$ cat src/logic/cri_pkg.sv
/*
  Shared constants for the comparator reference and interrupt block:
  register indices and byte addresses, field positions, reset values,
  write masks and mode codes.
  Assumes APB with 32-bit data and one aligned word per register.
*/
// Contract
// thirty-two reference levels: sixteen codes per range, picked by range bit and code.
// low range selects tap equal to code over 24 times supply.
// high range selects tap equal to quarter supply plus code/32 supply.
// internal reference feeds comparator in exactly four of eight modes.
// enabled comparator and reference keep running through sleep.
// mode 111 switches comparator off; clearing bit 7 powers reference down.
// comparator interrupt wakes device while comparator enabled in sleep.
// waking from sleep leaves both control registers unchanged.
// reset loads mode 000, comparator disabled, reference off.
// enable bit 7, range bit 5, code 3-0; bits 6,4 zero.
// flag sets on every output change; output readable at bit 6.
// hardware never clears flag; software write sets or clears it.
// request reaches processor only with comparator, peripheral, global enables set.
// flag still sets when any interrupt enable is clear.
// any comparator control access ends mismatch; access before clearing flag.
// persisting mismatch keeps setting flag, even just after software clear.
// output change during the control access may leave flag unset.
// inversion bit 4 inverts reported output polarity.
// output bit is read-only; writes to it are ignored.
// live output compared with copy latched on every control access.
package cri_pkg;

  // ---------------------------------------------------------------
  // register indices and byte addresses
  // ---------------------------------------------------------------
  localparam logic [7:0]  IDX_INT_CTL  = 8'h0b;
  localparam logic [7:0]  IDX_IRQ_FLG  = 8'h0c;
  localparam logic [7:0]  IDX_CMP_CTL  = 8'h19;
  localparam logic [7:0]  IDX_PIN_DIR  = 8'h85;
  localparam logic [7:0]  IDX_IRQ_ENA  = 8'h8c;
  localparam logic [7:0]  IDX_VREF_CTL = 8'h99;
  localparam int          ADDR_W       = 12;
  localparam logic [11:0] ADDR_INT_CTL  = {2'b00, IDX_INT_CTL, 2'b00};
  localparam logic [11:0] ADDR_IRQ_FLG  = {2'b00, IDX_IRQ_FLG, 2'b00};
  localparam logic [11:0] ADDR_CMP_CTL  = {2'b00, IDX_CMP_CTL, 2'b00};
  localparam logic [11:0] ADDR_PIN_DIR  = {2'b00, IDX_PIN_DIR, 2'b00};
  localparam logic [11:0] ADDR_IRQ_ENA  = {2'b00, IDX_IRQ_ENA, 2'b00};
  localparam logic [11:0] ADDR_VREF_CTL = {2'b00, IDX_VREF_CTL, 2'b00};

  // ---------------------------------------------------------------
  // reset values and writable bits
  // ---------------------------------------------------------------
  localparam logic [7:0] RST_INT_CTL  = 8'h00;
  localparam logic [7:0] RST_IRQ_FLG  = 8'h00;
  localparam logic [7:0] RST_CMP_CTL  = 8'h00;
  localparam logic [7:0] RST_PIN_DIR  = 8'h3f;
  localparam logic [7:0] RST_IRQ_ENA  = 8'h00;
  localparam logic [7:0] RST_VREF_CTL = 8'h00;
  localparam logic [7:0] MSK_IRQ_FLG  = 8'hc1;
  localparam logic [7:0] MSK_CMP_CTL  = 8'h1f;
  localparam logic [7:0] MSK_PIN_DIR  = 8'h3f;
  localparam logic [7:0] MSK_IRQ_ENA  = 8'hc9;
  localparam logic [7:0] MSK_VREF_CTL = 8'haf;

  // ---------------------------------------------------------------
  // field positions
  // ---------------------------------------------------------------
  localparam int BIT_GLOBAL_GATE = 7;
  localparam int BIT_PERIPH_GATE = 6;
  localparam int BIT_CMP_FLAG    = 3;
  localparam int BIT_CMP_ENABLE  = 3;
  localparam int BIT_RESULT      = 6;
  localparam int BIT_INVERT      = 4;
  localparam int BIT_INPUT_SW    = 3;
  localparam int BIT_REF_ENABLE  = 7;
  localparam int BIT_REF_RANGE   = 5;

  // ---------------------------------------------------------------
  // modes and ladder
  // ---------------------------------------------------------------
  typedef enum logic [2:0] {
    CRI_MODE_RESET = 3'b000,
    CRI_MODE_OFF   = 3'b111
  } cri_mode_t;
  // one bit per mode code: set where the internal reference is routed
  localparam logic [7:0] REF_MODE_MASK   = 8'h78;
  localparam logic [4:0] HIGH_RANGE_BASE = 5'h08;
endpackage

$ cat src/logic/cri_cmp_if.sv
/*
  Carrier between the register block and the mismatch detector.
  Assumes both ends sit on core_clk.
*/
`timescale 1ns/1ns
interface cri_cmp_if;
  logic rawOut;
  logic invert;
  logic ctlAccess;
  logic liveResult;
  logic mismatch;

  modport ctl (output rawOut, output invert, output ctlAccess,
               input liveResult, input mismatch);
  modport det (input rawOut, input invert, input ctlAccess,
               output liveResult, output mismatch);
endinterface

$ cat src/logic/cri_mismatch.sv
/*
  Comparator output polarity and mismatch detector.
  Assumes rawOut is already synchronous to core_clk.
*/
`timescale 1ns/1ns
module cri_mismatch
  import cri_pkg::*;
(
  input  wire logic core_clk,
  input  wire logic arst_n,
  cri_cmp_if.det    cmp
);
  logic resultQ;
  logic copyQ;

  // ---------------------------------------------------------------
  // polarity and sampling
  // ---------------------------------------------------------------
  assign cmp.liveResult = cmp.rawOut ^ cmp.invert;

  always_ff @(posedge core_clk or negedge arst_n) begin
    if (!arst_n) begin
      resultQ <= 1'b0;
    end else begin
      resultQ <= cmp.liveResult;
    end
  end

  // copy taken at the access edge: a change in that same cycle is lost
  always_ff @(posedge core_clk or negedge arst_n) begin
    if (!arst_n) begin
      copyQ <= 1'b0;
    end else if (cmp.ctlAccess) begin
      copyQ <= cmp.liveResult;
    end
  end

  assign cmp.mismatch = resultQ != copyQ;
endmodule

$ cat src/logic/cri_top.sv
/*
  Comparator reference selector, comparator control and change
  interrupt, reached over APB with one aligned word per register.
  Assumes cmpRaw and sleepActive are synchronous to core_clk; the
  analog ladder and comparator sit outside and take the outputs.
*/
`timescale 1ns/1ns
module cri_top
  import cri_pkg::*;
(
  input  wire logic              core_clk,
  input  wire logic              arst_n,
  input  wire logic              psel,
  input  wire logic              penable,
  input  wire logic              pwrite,
  input  wire logic [ADDR_W-1:0] paddr,
  input  wire logic [31:0]       pwdata,
  output      logic [31:0]       prdata,
  output      logic              pready,
  output      logic              pslverr,
  input  wire logic              cmpRaw,
  input  wire logic              sleepActive,
  output      logic              refEnable,
  output      logic              refRangeSelect,
  output      logic [3:0]        refLevelCode,
  output      logic [4:0]        refTapNumer,
  output      logic              refRouted,
  output      logic [2:0]        comparatorModeCode,
  output      logic              inputSwitch,
  output      logic              cmpPowerOn,
  output      logic [5:0]        pinDirection,
  output      logic              irqReq,
  output      logic              wakeReq
);
  logic [7:0]  intCtlQ;
  logic [7:0]  irqFlgQ;
  logic [7:0]  cmpCtlQ;
  logic [7:0]  pinDirQ;
  logic [7:0]  irqEnaQ;
  logic [7:0]  vrefCtlQ;
  logic        comparatorIrqFlagQ;
  logic [31:0] prdataQ;
  logic        preadyQ;
  logic        pslverrQ;
  logic [4:0]  tapNumerQ;
  logic        refRoutedQ;
  logic        cmpOnQ;
  logic        irqReqQ;
  logic        wakeReqQ;
  logic [7:0]  rdByte;
  logic        hit;
  logic        setupDone;
  logic        wrEn;
  logic        cmpOnNow;
  logic        gatesOpen;

  cri_cmp_if cmp ();

  cri_mismatch u_mismatch (
    .core_clk (core_clk),
    .arst_n   (arst_n),
    .cmp      (cmp.det)
  );

  // ---------------------------------------------------------------
  // apb handshake
  // ---------------------------------------------------------------
  // one wait state: pready rises the cycle after the access phase opens
  assign setupDone = psel && penable && !preadyQ;
  assign wrEn      = psel && penable && preadyQ && pwrite && hit;

  always_comb begin
    hit    = 1'b1;
    rdByte = 8'h00;
    if (paddr == ADDR_INT_CTL) begin
      rdByte = intCtlQ;
    end else if (paddr == ADDR_IRQ_FLG) begin
      rdByte = irqFlgQ & MSK_IRQ_FLG;
      rdByte[BIT_CMP_FLAG] = comparatorIrqFlagQ;
    end else if (paddr == ADDR_CMP_CTL) begin
      rdByte = cmpCtlQ & MSK_CMP_CTL;
      rdByte[BIT_RESULT] = cmp.liveResult;
    end else if (paddr == ADDR_PIN_DIR) begin
      rdByte = pinDirQ & MSK_PIN_DIR;
    end else if (paddr == ADDR_IRQ_ENA) begin
      rdByte = irqEnaQ & MSK_IRQ_ENA;
    end else if (paddr == ADDR_VREF_CTL) begin
      rdByte = vrefCtlQ & MSK_VREF_CTL;
    end else begin
      hit = 1'b0;
    end
  end

  always_ff @(posedge core_clk or negedge arst_n) begin
    if (!arst_n) begin
      preadyQ  <= 1'b0;
      pslverrQ <= 1'b0;
      prdataQ  <= 32'h0000_0000;
    end else begin
      preadyQ  <= setupDone;
      pslverrQ <= setupDone && !hit;
      if (setupDone) begin
        prdataQ <= {24'h00_0000, pwrite ? 8'h00 : rdByte};
      end
    end
  end

  // ---------------------------------------------------------------
  // control registers
  // ---------------------------------------------------------------
  // sleep is not an input to these registers, so they persist across it
  always_ff @(posedge core_clk or negedge arst_n) begin
    if (!arst_n) begin
      intCtlQ  <= RST_INT_CTL;
      irqFlgQ  <= RST_IRQ_FLG;
      cmpCtlQ  <= RST_CMP_CTL;
      pinDirQ  <= RST_PIN_DIR;
      irqEnaQ  <= RST_IRQ_ENA;
      vrefCtlQ <= RST_VREF_CTL;
    end else if (wrEn) begin
      if (paddr == ADDR_INT_CTL) begin
        intCtlQ <= pwdata[7:0];
      end else if (paddr == ADDR_IRQ_FLG) begin
        irqFlgQ <= pwdata[7:0] & MSK_IRQ_FLG;
      end else if (paddr == ADDR_CMP_CTL) begin
        cmpCtlQ <= pwdata[7:0] & MSK_CMP_CTL;
      end else if (paddr == ADDR_PIN_DIR) begin
        pinDirQ <= pwdata[7:0] & MSK_PIN_DIR;
      end else if (paddr == ADDR_IRQ_ENA) begin
        irqEnaQ <= pwdata[7:0] & MSK_IRQ_ENA;
      end else if (paddr == ADDR_VREF_CTL) begin
        vrefCtlQ <= pwdata[7:0] & MSK_VREF_CTL;
      end
    end
  end

  // ---------------------------------------------------------------
  // reference selection and comparator power
  // ---------------------------------------------------------------
  assign cmpOnNow = cmpCtlQ[2:0] != CRI_MODE_RESET &&
                    cmpCtlQ[2:0] != CRI_MODE_OFF;

  always_ff @(posedge core_clk or negedge arst_n) begin
    if (!arst_n) begin
      tapNumerQ  <= 5'h00;
      refRoutedQ <= 1'b0;
      cmpOnQ     <= 1'b0;
    end else begin
      if (vrefCtlQ[BIT_REF_RANGE]) begin
        tapNumerQ <= {1'b0, vrefCtlQ[3:0]};
      end else begin
        tapNumerQ <= {1'b0, vrefCtlQ[3:0]} + HIGH_RANGE_BASE;
      end
      refRoutedQ <= REF_MODE_MASK[cmpCtlQ[2:0]];
      cmpOnQ     <= cmpOnNow;
    end
  end

  // ---------------------------------------------------------------
  // change interrupt
  // ---------------------------------------------------------------
  assign cmp.rawOut    = cmpRaw;
  assign cmp.invert    = cmpCtlQ[BIT_INVERT];
  assign cmp.ctlAccess = setupDone && paddr == ADDR_CMP_CTL;

  // a mismatch wins over a software clear in the same cycle
  always_ff @(posedge core_clk or negedge arst_n) begin
    if (!arst_n) begin
      comparatorIrqFlagQ <= 1'b0;
    end else if (cmp.mismatch) begin
      comparatorIrqFlagQ <= 1'b1;
    end else if (wrEn && paddr == ADDR_IRQ_FLG) begin
      comparatorIrqFlagQ <= pwdata[BIT_CMP_FLAG];
    end
  end

  assign gatesOpen = irqEnaQ[BIT_CMP_ENABLE] && intCtlQ[BIT_PERIPH_GATE];

  always_ff @(posedge core_clk or negedge arst_n) begin
    if (!arst_n) begin
      irqReqQ  <= 1'b0;
      wakeReqQ <= 1'b0;
    end else begin
      irqReqQ  <= comparatorIrqFlagQ && gatesOpen && cmpOnQ &&
                  intCtlQ[BIT_GLOBAL_GATE];
      wakeReqQ <= sleepActive && cmpOnQ && comparatorIrqFlagQ &&
                  gatesOpen;
    end
  end

  // ---------------------------------------------------------------
  // outputs
  // ---------------------------------------------------------------
  assign prdata             = prdataQ;
  assign pready             = preadyQ;
  assign pslverr            = pslverrQ;
  assign refEnable          = vrefCtlQ[BIT_REF_ENABLE];
  assign refRangeSelect     = vrefCtlQ[BIT_REF_RANGE];
  assign refLevelCode       = vrefCtlQ[3:0];
  assign refTapNumer        = tapNumerQ;
  assign refRouted          = refRoutedQ;
  assign comparatorModeCode = cmpCtlQ[2:0];
  assign inputSwitch        = cmpCtlQ[BIT_INPUT_SW];
  assign cmpPowerOn         = cmpOnQ;
  assign pinDirection       = pinDirQ[5:0];
  assign irqReq             = irqReqQ;
  assign wakeReq            = wakeReqQ;
endmodule

$ cat config.mk
export PLATFORM = sky130hd
export DESIGN_NAME = cri_top
export DESIGN_NICKNAME = d
export VERILOG_FILES = /design/src/logic/cri_pkg.sv /design/src/logic/cri_cmp_if.sv /design/src/logic/cri_mismatch.sv /design/src/logic/cri_top.sv
export SDC_FILE = /design/constraint.sdc
export NUM_CORES = 1
export LEC_CHECK = 0
export ABC_AREA = 1
export BUFFER_PORTS_ARGS = -buffer_cell sky130_fd_sc_hd__buf_2
export CAP_MARGIN = 10
export CORE_ASPECT_RATIO = 0.9
export CORE_MARGIN = 4
export CORE_UTILIZATION = 44
export DETAILED_ROUTE_END_ITERATION = 10
export PLACE_DENSITY = 0.76
export SYNTH_ARGS = -nofsm -noshare
export SYNTH_HDL_FRONTEND = slang
export SYNTH_SLANG_ARGS = --single-unit
$ cat constraint.sdc
create_clock -name core_clk -period 1.4 [get_ports core_clk]
set_input_delay 0.07 -clock core_clk [delete_from_list [all_inputs] [get_ports core_clk]]
set_output_delay 0.07 -clock core_clk [all_outputs]
set_load 0.01 [all_outputs]
==> flow_summary.toml <==
[logic_synthesis]
synth_sequential_area_ratio_pct = 47.7
syn-instance-count = 332
ys_async_sr_fraction_pct = 100
synth_top_area_share_pct = 42.2
post_synth.cell_area_avg_um2 = 8.58
dominantRegCellSynth = "dfrtp_1"
synth.yosys.warnings = 0
yosysTopAreaCell = "dfrtp_1"
postSynthRegisterBits = 54
synth-edff-count = 0
synth.area.top_cells = "dfrtp_1, nand2_1, buf_4, dfstp_2, inv_1"
synth_area_um2 = 2850
synth_cell_type_count = 29

[drt]
dr.first_iter.drc_count = 102
drt_pass1_iterations = 4
routed_via_density = 4.50
detail-route-antenna-nets = 0
route.detailed.drc = 0
drt_wl_total_um = 6240
dr_vias = 2306
wire_per_inst_um = 12.2

[global_routing]
grt_start_max_net_pins = 55
grt_first_pass_wirelength_um = 10400
grt_pass1_vias = 2275
antenna_found_initial = 0
globalRouteOverflowTotal = 0
groute.usage.overall_pct = 16.8

[clock_network]
tritoncts = "done"
clock_latency_at_the_later_pin_of_the_worst_skew_pair_ns = 0.31
clkTransAtPathRegs_ns = 0.09
clock-root-buffer = "clkbuf_8"
largest_buffer_count_on_any_clock_path = 2
cts.htree.levels = 2
tritoncts_num_sinks = 54
cts_buffers = 5

[floorplanning]
die_height_um = 84.3
die_area_um2 = 7820
core_area_um2 = 6220
die_w_um = 92.8
boundary_pin_count = 110
core.rowCount = 27
start_util_pct = 45.8

[timing]
fin_setup_tns_ns = 0
hold_violations = 0
period_needed_ns = 1.29
clock-skew-final_ns = 0.00659
post-route-worst-setup-slack_ns = 0.111
post-route-period-util_pct = 92.1
max_slew_violation_count = 0
achievable-frequency_ghz = 0.776
finalSetupViolCount = 0

[placed_design]
detailed_place_hpwl_um = 4920
dp_worst_setup_slack_ns = -0.0861
port_buffers = 61
routability_cong = 0.835

[run]
drv.max_cap_violation_count = 0

[finish]
highest_count_cells_in_the_layout_ignoring_fill_and_taps = "nand2_1, buf_2, dfrtp_1"
area_delta_synth_final_pct = 23.3
antenna_cells = 0
multi_input_gate_area_um2 = 1220
layout-drive-gt1-share_pct = 33.3
area.sequential_um2 = 1360
layout.nets = 477
final.fill_count = 601
layout.cells.most_common = "nand2_1"

[setup_path]
reg2reg_from = "pready"
cp_data_arrival_time_ns = 1.48
crit_path_end_kind = "flip-flop"
crit_path_start = "pready"
worst-r2r-setup-slack_ns = 0.11
worstRegToRegCells = 6
worst_r2r_endpoint = "irqFlgQ[0]"
critical_path.max_fanout = 7
setup.worst_path.start_class = "flip-flop"
cp-endpoint = "irqFlgQ[0]"
timing.critical_path.required_ns = 1.59
critical_path_class = "flip-flop to flip-flop"

[power_and_ir_drop]
p_leak_nw = 2.03
powerDensity_nw_per_um2 = 762
irDropWorstVdd_mv = 0.510

[hold_path]
worst_hold_path_type = "input pin to flip-flop"

[status]
outcome = "finished, final reports clean"
[worst max-delay path, cell delays in order (launching register included)]
cell and delay [ns]:
dfrtp_1 0.37, nand2_1 0.09, nor2_4 0.22, buf_6 0.17
nand3_2 0.15, nand2_1 0.09, o21ai_0 0.07
[how the worst min path moves through the flow]
stage               cells after the start  slack (ns)  startpoint          end
finish                                  3       0.008   pwdata[7]  vrefCtlQ[7]
global route                            3        0.03   pwdata[7]  vrefCtlQ[7]
CTS                                     3       0.001   pwdata[7]  vrefCtlQ[7]
detailed placement                      2        0.08      arst_n       irqReq
global placement                        2        0.08      arst_n       irqReq
floorplan                               0       -0.23      arst_n   cmpCtlQ[0]
[stage by stage]
stage	instances	instance area [um^2]	hold slack [ns]	power [mW]	util, %
2_1_floorplan	355	2940	-0.226	1.75	-
3_3_place_gp	496	3310	0.0830	1.80	53.2
6_report	513	3510	0.00798	2.68	56.5
5_1_grt	513	3510	0.0285	2.78	56.5
4_1_cts	511	3480	0.00143	2.70	56.0
3_5_place_dp	496	3310	0.0848	1.81	53.2
[cell type report]
| class | instances | share of cell area [%] |
|---|---|---|
| Clock buffer | 7 | 2.46 |
| Clock inverter | 1 | 0.143 |
| Inverter | 46 | 4.99 |
| Multi-Input combinational cell | 228 | 34.8 |
| Sequential cell | 54 | 38.7 |
| Tap cell | 87 | 3.10 |
| Timing Repair Buffer | 90 | 15.9 |
[cell families (layout without fill, tap and decap cells)]
kind of cell               Yosys count  after routing  share of synthesized area [%]
DFF                                 54             54                           47.7
xor gates and xnor gates             2              2                          0.615
and+or+nand+nor                    157            157                           27.4
muxes                                4              4                           1.41
other                                1             24                          0.132
adders and majority gates            1              1                          0.439
buffers and inverters               73            144                           13.4
AOI/OAI and AO/OA                   40             40                           8.88
[synthesized netlist by cell type, types with 2 or more instances]
master   count
inv_1       40
buf_4       24
inv_2        5
nand3_1     10
buf_6        2
nor2_4       4
nand4_1      6
nor2_2       4
nand3_2      5
dfstp_2      6
nor2_1      19
dfrtp_1     48
mux2i_1      4
o21ai_0     25
nand3_4      3
nand2_2      6
nand2_1     96
o21ai_2     14
[flip-flops by register name, indices dropped and copies added (netlist names)]
signal              flops
pslverr                 1
u_mismatch.copyQ        1
vrefCtlQ                6
irqReq                  1
u_mismatch.resultQ      1
prdata                  8
pready                  1
refTapNumer             5
intCtlQ                 8
comparatorIrqFlagQ      1
irqFlgQ                 3
cmpCtlQ                 5
refRouted               1
wakeReq                 1
irqEnaQ                 4
pinDirQ                 6
cmpPowerOn              1
[where the power goes]
group          total [mW]  switching [mW]  internal [mW]
sequential           1.57         0.00229           1.56
clock               0.879           0.480          0.400
combinational       0.231           0.152         0.0798
total                2.68           0.634           2.04
[repair_timing]
item	in CTS	in global routing
endpoints found under the hold margin	54	0
setup buffers	0	2
endpoints found under the setup margin	6	23
resized for setup	1	6
hold buffers	7	0
pin swaps	0	2
[per-layer routing]
metal | routed length [um] | vias up | global-route usage [%]
li1 | - | 1178 | -
met1 | 2840 | 1053 | 21.7
met2 | 3030 | 68 | 28.3
met3 | 321 | 7 | 3.23
met4 | 61 | 0 | 5.46
met5 | 0 | - | 0
No activity file was read; power rests on OpenSTA's default activity.
